`config.mk`:
```
export PLATFORM = sky130hd
export DESIGN_NAME = s3fa_framer
export DESIGN_NICKNAME = d
export VERILOG_FILES = /design/src/logic/s3fa_framer.v /design/src/logic/s3fa_sef_timer.v
export VERILOG_INCLUDE_DIRS = /design/src /design/src/logic
export SDC_FILE = /design/constraint.sdc
export NUM_CORES = 1
export LEC_CHECK = 0
export BUFFER_PORTS_ARGS = -buffer_cell sky130_fd_sc_hd__buf_4
export CORE_ASPECT_RATIO = 0.8
export CORE_MARGIN = 2
export CORE_UTILIZATION = 58
export DETAILED_ROUTE_END_ITERATION = 8
export PLACE_DENSITY_LB_ADDON = 0.15
export RECOVER_POWER = 50
export SKIP_LAST_GASP = 1
export SLEW_MARGIN = 20
export SYNTH_ARGS = -nofsm -noshare
export SYNTH_HDL_FRONTEND = slang
export SYNTH_HIERARCHICAL = 1
export SYNTH_SLANG_ARGS = --single-unit
```
`constraint.sdc`:
```
create_clock -name clk_sys_in -period 4.2 [get_ports clk_sys_in]
set_input_delay 0 -clock clk_sys_in [delete_from_list [all_inputs] [get_ports clk_sys_in]]
set_output_delay 0 -clock clk_sys_in [all_outputs]
set_load 0.05 [all_outputs]
```
`src/logic/s3fa_defs.vh`:
```
// Constants for the receive STS-3 framing alignment block
`ifndef S3FA_DEFS_VH
`define S3FA_DEFS_VH

// =============================================================
// Register indices (byte address is four times the index)
`define S3FA_IDX_STATUS     14'h1107
`define S3FA_IDX_IRQ_STATUS 14'h110B
`define S3FA_IDX_SYNC_THR   14'h112B
`define S3FA_IDX_IRQ_MASK   14'h1110

// =============================================================
// Field positions
`define S3FA_BIT_SEF        1
`define S3FA_BIT_LOF        2
`define S3FA_THR_MSB        3

// =============================================================
// Reset values
`define S3FA_RST_SYNC_THR   4'h8
`define S3FA_RST_IRQ_MASK   8'h06

// =============================================================
// Timing
`define S3FA_CLK_MHZ        250
`define S3FA_SEF_LOF_US     3000
`define S3FA_ERR_RUN        4
`define S3FA_GOOD_RUN       2

`endif

```
`src/logic/s3fa_framer.v`:
```
// Receive STS-3 framing alignment state machine with register slave
// Contract
// In LOF-only state, check A1/A2 each frame
// Four-bit R/W in-sync threshold at 0x112B
// Clear LOF only after threshold error-free frames
// Below threshold, stay LOF-only and keep testing
// Four errored frames return to SEF+LOF state
// Threshold reached: clear LOF, enter In-Frame
// Clear status bit 2 on that transition
// Raise LOF-change interrupt, bit 2, pin low
// Start in SEF+LOF; two good frames clear SEF
// In-Frame: four errored frames declare SEF
// SEF-only for 3 ms declares LOF
// SEF-only: two good frames return In-Frame
// Errored frame zeroes good-frame counter
// Reading interrupt status clears it; pin releases
//
// Added by the designer: register access over Wishbone.
`timescale 1ns/1ps
`default_nettype none
`include "s3fa_defs.vh"

module s3fa_framer #(
  parameter integer SEF_LOF_CYCLES = `S3FA_SEF_LOF_US * `S3FA_CLK_MHZ
) (
  input  wire        clk_sys_in,
  input  wire        rst_n_in,
  input  wire        frame_strobe_in,
  input  wire        frame_err_in,
  input  wire        wb_cyc_in,
  input  wire        wb_stb_in,
  input  wire        wb_we_in,
  input  wire [15:0] wb_adr_in,
  input  wire [31:0] wb_dat_in,
  input  wire [3:0]  wb_sel_in,
  output reg  [31:0] wb_dat_out,
  output reg         wb_ack_out,
  output wire        irq_n_out,
  output wire        sef_out,
  output wire        lof_out
);

  // =============================================================
  // State codes
  localparam [1:0] ST_SEF_LOF  = 2'b00;
  localparam [1:0] ST_LOF_ONLY = 2'b01;
  localparam [1:0] ST_IN_FRAME = 2'b10;
  localparam [1:0] ST_SEF_ONLY = 2'b11;

  reg  [1:0] state;
  reg  [1:0] next_state;
  reg  [3:0] good_cnt;
  reg  [3:0] next_good_cnt;
  reg  [1:0] err_cnt;
  reg  [1:0] next_err_cnt;
  reg  [3:0] sync_thr;
  reg  [7:0] irq_status;
  reg  [7:0] irq_mask;
  reg        sef_change;
  reg        lof_change;
  wire       sef_expired;
  wire       good_run;
  wire       err_run;
  wire [3:0] thr_eff;
  wire       thr_met;
  wire       bus_req;
  wire       bus_wr;
  wire       bus_rd;
  wire       rd_irq;
  wire [7:0] status_byte;
  wire [7:0] irq_set;
  wire [7:0] irq_wclr;

  // Matches a word address against a register index
  function addr_hit;
    input [15:0] adr;
    input [13:0] idx;
    begin
      addr_hit = (adr[15:2] == idx);
    end
  endfunction

  // =============================================================
  // Frame run detection
  assign good_run = frame_strobe_in && !frame_err_in &&
                    (good_cnt >= 4'h1);
  assign err_run  = frame_strobe_in && frame_err_in &&
                    (err_cnt == 2'h3);
  // A zero threshold is taken as one frame
  assign thr_eff  = (sync_thr == 4'h0) ? 4'h1 : sync_thr;
  assign thr_met  = frame_strobe_in && !frame_err_in &&
                    (good_cnt + 4'h1 >= thr_eff);

  // SEF persistence timer runs only in the SEF-only state
  s3fa_sef_timer #(
    .CYCLES (SEF_LOF_CYCLES)
  ) u_sef_timer (
    .clk_sys_in  (clk_sys_in),
    .rst_n_in    (rst_n_in),
    .run_in      (state == ST_SEF_ONLY),
    .expired_out (sef_expired)
  );

  // =============================================================
  // Next state, counters and change events
  always @* begin
    next_state    = state;
    next_good_cnt = good_cnt;
    next_err_cnt  = err_cnt;
    sef_change    = 1'b0;
    lof_change    = 1'b0;
    if (frame_strobe_in) begin
      if (frame_err_in) begin
        next_good_cnt = 4'h0;
        if (err_cnt != 2'h3) begin
          next_err_cnt = err_cnt + 2'h1;
        end
      end else begin
        next_err_cnt = 2'h0;
        if (good_cnt != 4'hF) begin
          next_good_cnt = good_cnt + 4'h1;
        end
      end
    end
    case (state)
      ST_SEF_LOF: begin
        if (good_run) begin
          next_state = ST_LOF_ONLY;
          sef_change = 1'b1;
        end
      end
      ST_LOF_ONLY: begin
        if (err_run) begin
          next_state = ST_SEF_LOF;
          sef_change = 1'b1;
        end else if (thr_met) begin
          next_state = ST_IN_FRAME;
          lof_change = 1'b1;
        end
        // Otherwise stay and keep counting
      end
      ST_IN_FRAME: begin
        if (err_run) begin
          next_state = ST_SEF_ONLY;
          sef_change = 1'b1;
        end
      end
      ST_SEF_ONLY: begin
        if (good_run) begin
          next_state = ST_IN_FRAME;
          sef_change = 1'b1;
        end else if (sef_expired) begin
          next_state = ST_SEF_LOF;
          lof_change = 1'b1;
        end
      end
      default: begin
        next_state = ST_SEF_LOF;
      end
    endcase
    // Each new state starts its runs afresh
    if (next_state != state) begin
      next_good_cnt = 4'h0;
      next_err_cnt  = 2'h0;
    end
  end

  // State register; powers up with SEF and LOF declared
  always @(posedge clk_sys_in or negedge rst_n_in) begin
    if (!rst_n_in) begin
      state    <= ST_SEF_LOF;
      good_cnt <= 4'h0;
      err_cnt  <= 2'h0;
    end else begin
      state    <= next_state;
      good_cnt <= next_good_cnt;
      err_cnt  <= next_err_cnt;
    end
  end

  // =============================================================
  // Defect status derived from state
  assign sef_out = (state == ST_SEF_LOF) || (state == ST_SEF_ONLY);
  assign lof_out = (state == ST_SEF_LOF) || (state == ST_LOF_ONLY);
  assign status_byte = {5'h00, lof_out, sef_out, 1'b0};

  // =============================================================
  // Wishbone slave, one wait cycle, ack for one cycle
  assign bus_req = wb_cyc_in && wb_stb_in && !wb_ack_out;
  assign bus_wr  = bus_req && wb_we_in && wb_sel_in[0];
  assign bus_rd  = bus_req && !wb_we_in;
  assign rd_irq  = bus_rd && addr_hit(wb_adr_in, `S3FA_IDX_IRQ_STATUS);

  always @(posedge clk_sys_in or negedge rst_n_in) begin
    if (!rst_n_in) begin
      wb_ack_out <= 1'b0;
      wb_dat_out <= 32'h0000_0000;
    end else begin
      wb_ack_out <= bus_req;
      wb_dat_out <= 32'h0000_0000;
      if (bus_rd) begin
        if (addr_hit(wb_adr_in, `S3FA_IDX_STATUS)) begin
          wb_dat_out <= {24'h00_0000, status_byte};
        end else if (addr_hit(wb_adr_in, `S3FA_IDX_IRQ_STATUS)) begin
          wb_dat_out <= {24'h00_0000, irq_status};
        end else if (addr_hit(wb_adr_in, `S3FA_IDX_SYNC_THR)) begin
          wb_dat_out <= {28'h000_0000, sync_thr};
        end else if (addr_hit(wb_adr_in, `S3FA_IDX_IRQ_MASK)) begin
          wb_dat_out <= {24'h00_0000, irq_mask};
        end
      end
    end
  end

  // Writable registers
  always @(posedge clk_sys_in or negedge rst_n_in) begin
    if (!rst_n_in) begin
      sync_thr <= `S3FA_RST_SYNC_THR;
      irq_mask <= `S3FA_RST_IRQ_MASK;
    end else if (bus_wr) begin
      if (addr_hit(wb_adr_in, `S3FA_IDX_SYNC_THR)) begin
        sync_thr <= wb_dat_in[`S3FA_THR_MSB:0];
      end
      if (addr_hit(wb_adr_in, `S3FA_IDX_IRQ_MASK)) begin
        irq_mask <= wb_dat_in[7:0];
      end
    end
  end

  // =============================================================
  // Interrupt status: set wins over read or write-one clear
  assign irq_set  = {5'h00, lof_change, sef_change, 1'b0};
  assign irq_wclr = (bus_wr &&
                     addr_hit(wb_adr_in, `S3FA_IDX_IRQ_STATUS)) ?
                    wb_dat_in[7:0] : 8'h00;

  always @(posedge clk_sys_in or negedge rst_n_in) begin
    if (!rst_n_in) begin
      irq_status <= 8'h00;
    end else if (rd_irq) begin
      irq_status <= irq_set;
    end else begin
      irq_status <= (irq_status & ~irq_wclr) | irq_set;
    end
  end

  // Active-low pin low while any enabled bit is set
  assign irq_n_out = ~|(irq_status & irq_mask);

endmodule

`default_nettype wire

```
`src/logic/s3fa_sef_timer.v`:
```
// Persistence timer for a declared SEF condition
`timescale 1ns/1ps
`default_nettype none

module s3fa_sef_timer #(
  parameter integer CYCLES = 750000
) (
  input  wire       clk_sys_in,
  input  wire       rst_n_in,
  input  wire       run_in,
  output reg        expired_out
);

  reg  [23:0] count;

  // =============================================================
  // Counts while running; restarts whenever run falls
  always @(posedge clk_sys_in or negedge rst_n_in) begin
    if (!rst_n_in) begin
      count       <= 24'h00_0000;
      expired_out <= 1'b0;
    end else if (!run_in) begin
      count       <= 24'h00_0000;
      expired_out <= 1'b0;
    end else begin
      expired_out <= (count == CYCLES[23:0] - 24'h00_0002);
      if (count != CYCLES[23:0] - 24'h00_0001) begin
        count <= count + 24'h00_0001;
      end
    end
  end

endmodule

`default_nettype wire

```
# == Yosys cells after proc, flatten, opt, wreduce, memory -nomap -nowiden ==
# Cells that the tools add are included.
# totals
register_bits,86
out_inout_bits,36
# op_classes
add_sub_neg,3
magnitude_cmp,2
n_eq_ne,15
mux,34
bitwise,4
n_reduce_logical,29
# op_table
cell,count
14-bit by 13-bit == test with 1-bit output (second input constant),4
8-bit two-way mux,7
24-bit two-way mux,2
24-bit by 1-bit adder with 24-bit output (second input constant),1
24-bit by 20-bit == test with 1-bit output (second input constant),1
24-bit by 20-bit != test with 1-bit output (second input constant),1
2-bit two-way mux,10
4-bit two-way mux,5
8-bit AND,2
1-bit logical AND,12
8-bit NOT,1
8-bit by 3-bit OR with 8-bit output,1
2-bit case mux with 4 select lines,1
2-bit AND reduction,4
8-bit OR reduction,1
1-bit two-way mux,7
2-bit == test (second input constant),3
4-bit by 1-bit adder with 4-bit output (second input constant),1
4-bit by 1-bit >= comparator with 1-bit output (second input constant),1
4-bit >= comparator,1
1-bit zero test,4
4-bit zero test,1
2-bit != test (second input constant),2
4-bit != test (second input constant),1
10 further kinds,13

# == Longest topological paths before layout ==
# depth
depth_word,10
depth_mapped,9
mapped_depth_nobuf,8

# == Hierarchy ==
# The synthesis kept the hierarchy.
# modules_own_cells
mod,n_inst,cells_each,area_each_um2
s3fa_framer,1,262,2543.7
s3fa_sef_timer,1,146,1375.1

# == Least setup slack after synthesis ==
# Ideal clock, no wire load.
# synth_path
path_kind,flip-flop to flip-flop
from,register good_cnt[0]
to,register err_cnt[0]
setup_ps,137
arrival_time_ps,2194
t_required_ps,4063
path_slack_ps,1869
stages_incl_launch_ff,10
period_less_slack_ps,2331
path_cell_list,dfrtp_1 -> ha_1 -> clkbuf_1 -> xor2_1 -> ha_1 -> a21o_1 -> a31oi_1 -> o311a_1 -> nor4b_4 -> nor3_1
# synth_between
elab_chain_len,9
word_cells_on_any_way,15
classes_between,add/sub (1); order compare (2); eq/ne (2); mux (6); reduce/logical (4)
# synth_rtl
item,line,source
"start, declared",s3fa_framer.v:52,reg [3:0] good_cnt;
"start signal, assigned",s3fa_framer.v:176,good_cnt <= next_good_cnt;
4-bit by 1-bit adder with 4-bit output,s3fa_framer.v:92,(good_cnt + 4'h1 >= thr_eff);
4-bit >= comparator,s3fa_framer.v:92,
1-bit logical AND,s3fa_framer.v:91,assign thr_met = frame_strobe_in && !frame_err_in &&
2-bit two-way mux,s3fa_framer.v:136,end else if (thr_met) begin
2-bit two-way mux,s3fa_framer.v:133,if (err_run) begin
2-bit case mux with 4 select lines *,s3fa_framer.v:125,case (state)
2-bit != test *,s3fa_framer.v:162,if (next_state != state) begin
3-bit by 1-bit != test with 1-bit output (no source line) / 2-bit nonzero test (equally long branches),-,
2-bit AND reduction (no source line),-,
"end signal, assigned",s3fa_framer.v:177,err_cnt <= next_err_cnt;
"end, declared",s3fa_framer.v:54,reg [1:0] err_cnt;
# Mark *: on every way between the ends. The rest lies on a longest branch, timed or not.
# A chain may end at the register's enable or synchronous reset.

# == Worst setup path in the final report ==
# layout_path
from,register good_cnt[0]
to,register good_cnt[2]
# layout_between
elab_chain_len,9
word_cells_on_any_way,19
classes_between,add/sub (1); order compare (2); eq/ne (2); mux (9); reduce/logical (5)
# layout_rtl
item,line
4-bit by 1-bit adder with 4-bit output,"s3fa_framer.v:92, s3fa_framer.v:121"
4-bit >= comparator,s3fa_framer.v:92
1-bit logical AND,s3fa_framer.v:91
2-bit two-way mux,s3fa_framer.v:136
2-bit two-way mux,s3fa_framer.v:133
2-bit case mux with 4 select lines,s3fa_framer.v:125
2-bit != test,s3fa_framer.v:162
3-bit nonzero test (no source line) / 2-bit nonzero test (equally long branches),-
2-bit AND reduction (no source line),-
# Several ways; a longest one is shown, not always the timed one. The select of a mux whose other input is x is not followed.

==> impl_metrics.tcl <==
set metrics [dict create \
    synth-simple-area-share 0.2510 \
    relSlewSlack 0.4799 \
    end_kind "flop" \
    min_period_over_period 0.5988 \
    stdcell_count 543 \
    firstDrtPassIters 5 \
    crit_fanout 7 \
    tightest_slew_ns 0.7786 \
    busiest_layer "met2" \
    synthAdderAreaFrac 0.04470 \
    drt-initial-drc-count 192 \
    hold_start "frame_strobe_in" \
    hold_path_class "input pin to flop" \
    dieArea_sq_mm 0.007434 \
    ys_seq_area_frac 0.3969 \
    gp_congestion 0.8229 \
    num_io_pins 95 \
    met3_usage 0.06311 \
    setup_viol 0 \
    status "finished clean" \
    power_density_mw_per_mm2 340.8 \
    holdBufCountCts 9 \
    nets 527 \
    yosysWarnings 6 \
    seqCellArea_sq_mm 0.001555 \
    max_freq_mhz 397.6 \
    fp.dieW_um 95.90 \
    r2r_end "good_cnt[2]" \
    synth_compound_area_frac 0.1347 \
    power.total_uw 1499 \
    cp.arrival_ns 2.73 \
    area_growth_pct 12.26 \
    rr_startpoint "good_cnt[0]" \
    antenna_found_initial 0 \
    die_h_um 77.52 \
    netlist_instances 408 \
    vdd_drop_max_mv 0.2602 \
    leakagePower_uw 0.001899 \
    ys_types 70 \
    coreArea_sq_mm 0.006474 \
    diodes 0 \
    postCtsSetupBuffers 0 \
    layout-drive-gt1-share 0.1808 \
    h-tree-depth 3 \
    reg2reg_depth 8 \
    hold_viol 0 \
    pre_cts_ws_ns 1.680 \
    muxShareOfSynthArea 0.06194 \
    drcViolationCount 0 \
    path_class "flop to flop" \
    drv_slew 0 \
    num_vias 3202 \
    syn_area_sq_mm 0.003919 \
    clkSlewWorstSetupHoldPaths_ns 0.07 \
    setup_slack_ns 1.685 \
    synth_edf_count 0 \
    io_buffer_count 41 \
    grt_max_degree 63 \
    rsz0062_at_grt "no" \
    wirelength_um 8541 \
    ys_seq_elements 62 \
    hold-path-endpoint "good_cnt[2]" \
    period_needed_ns 2.515 \
    multi_input_area_sq_mm 0.002113 \
    cp-start-kind "flop" \
    finClkSkew_ns 0.01037 \
    via_per_inst 5.897 \
    start_util 0.6053 \
    whs_path_depth 4 \
    max_cap_viol_count 0 \
    r2r_setup_slack_ns 1.69 \
    synth_top_family_by_area "simple AND/OR/NAND/NOR gates" \
    ys_async_sr_fraction 1.000 \
    synthXorXnorAreaFrac 0.02235 \
    grt_pass1_wl_um 14840 \
    cts-resized-gates 0 \
    cts_made_buffers 9 \
    dpl.hpwl_um 5995 \
    grt_pass1_vias 3082 \
    avgSynthCellArea_sq_um 9.605 \
    overflow 0 \
    utilization 0.6796 \
    root_buffer "clkbuf_8" \
    dpl.cell_count 518 \
    grt_use_met2 0.3881 \
    row_count 26 \
    postRouteAntennaNets 0 \
    clk_latency_ns 0.34 \
    fin_tns_setup_ns 0 \
    cp.required_ns 4.42 \
    grtUsageMet1 0.3628 \
    cts_sinks 62 \
    grtUsageTotal 0.2534 \
    synthFlopType "dfrtp_1" \
    final.fill_count 531 \
    wire_per_inst_um 15.73 \
    clockBufferDepth 2 \
    cts_tree "built" \
]
worst max-delay path: stages, from the launching register on:
cell	delay [ns]
dfrtp_1	0.46
ha_1	0.33
xor2_1	0.17
ha_1	0.34
a21o_1	0.12
a31oi_1	0.04
o311a_1	0.38
nor4b_4	0.42
nor3_1	0.12
per-stage QoR:
stage / instance area (sq um) / hold WS [ns]
after global routing: 4399 / 0.02049
after detailed placement: 4146 / 0.1250
final: 4399 / 0.007798
after CTS: 4427 / 0.001170
after floorplan: 4005 / -0.2956
after global placement: 4146 / 0.1262
where the power goes:
group | internal [uW] | switching, uW | leakage [uW]
clock | 272 | 244 | 0.0000883
combinational | 125 | 216 | 0.000976
sequential | 616 | 26.3 | 0.000835
total | 1010 | 486 | 0.00190
cells in the final DEF, fill, tap and decap left out, types with 6 or more instances in the layout:
| cell type | n |
|---|---|
| inv_1 | 19 |
| a21oi_1 | 28 |
| nand2_1 | 30 |
| mux2_4 | 8 |
| buf_4 | 32 |
| o21a_1 | 6 |
| dlygate4sd3_1 | 9 |
| conb_1 | 24 |
| nand2b_1 | 11 |
| nor3_1 | 11 |
| nor2_1 | 25 |
| xnor2_1 | 7 |
| nand3_1 | 18 |
| mux2i_1 | 10 |
| clkbuf_8 | 9 |
| o21ai_0 | 16 |
| and3_1 | 8 |
| a22oi_1 | 11 |
| ha_1 | 14 |
| nand4_1 | 8 |
| dfrtp_1 | 59 |
| clkbuf_1 | 10 |
worst max path at each step:
stage / startpoint / to / slack (ns) / depth (start not counted)
3_5_place_dp: good_cnt[0] / good_cnt[2] / 1.68 / 8
4_1_cts: good_cnt[0] / good_cnt[2] / 1.67 / 8
3_3_place_gp: good_cnt[0] / err_cnt[1] / 1.73 / 8
2_1_floorplan: good_cnt[0] / err_cnt[0] / 1.87 / 9
5_1_grt: good_cnt[0] / good_cnt[0] / 1.51 / 8
6_report: good_cnt[0] / good_cnt[2] / 1.69 / 8
metal layers:
metal	vias to the layer above	routed length, um
met3	5	520
met1	1563	3994
met4	0	55
met2	122	3970
met5	-	0
li1	1512	-
synth_stat cells (3+ instances only):
library cell / instances / area share
nand3_1: 18 / 0.023
nor4_1: 4 / 0.0064
o21a_1: 6 / 0.011
dfrtp_1: 59 / 0.38
nor2_1: 25 / 0.024
mux2_4: 8 / 0.031
nor3_1: 11 / 0.014
a22oi_1: 11 / 0.021
dfstp_2: 3 / 0.020
nand2_1: 30 / 0.029
nand4_1: 8 / 0.013
clkbuf_1: 5 / 0.0048
a21oi_1: 28 / 0.036
inv_1: 19 / 0.018
xnor2_1: 7 / 0.016
buf_2: 5 / 0.0064
nor3b_1: 4 / 0.0077
xor2_1: 3 / 0.0067
nor2b_1: 3 / 0.0048
o21bai_1: 3 / 0.0057
a31oi_1: 4 / 0.0064
nor4b_4: 3 / 0.018
nor4b_1: 4 / 0.0089
mux2i_1: 10 / 0.026
buf_4: 24 / 0.046
nand2b_1: 11 / 0.018
and4_1: 4 / 0.0089
or3_2: 4 / 0.0077
o21ai_0: 16 / 0.020
and3_1: 8 / 0.013
ha_1: 14 / 0.045
cell type report:
class,count,share of cell area
inverter,19,0.01621
multi-input combinational,312,0.4804
timing repair buffer,50,0.08276
sequential,62,0.3535
tap,84,0.02389
clock inverter,6,0.01422
clock buffer,10,0.02901
sequential cells by signal, summed over array words and instances, names as in the netlist:
| name | flops |
|---|---|
| u_sef_timer/count | 24 |
| irq_mask | 8 |
| irq_status | 8 |
| wb_dat_out | 8 |
| good_cnt | 4 |
| sync_thr | 4 |
| err_cnt | 2 |
| state | 2 |
| u_sef_timer/expired_out | 1 |
| wb_ack_out | 1 |
kinds of logic (layout without fill, tap and decap cells):
group,count (synthesis),count (layout)
multiplexers,20,20
other,1,24
AO/OA/AOI/OAI,84,84
buffers and inverters,57,85
AND/OR/NAND/NOR,160,160
XOR/XNOR,10,10
adder cells (fa/ha/maj),14,14
flip-flops,62,62
No activity file was read; power rests on OpenSTA's default activity.
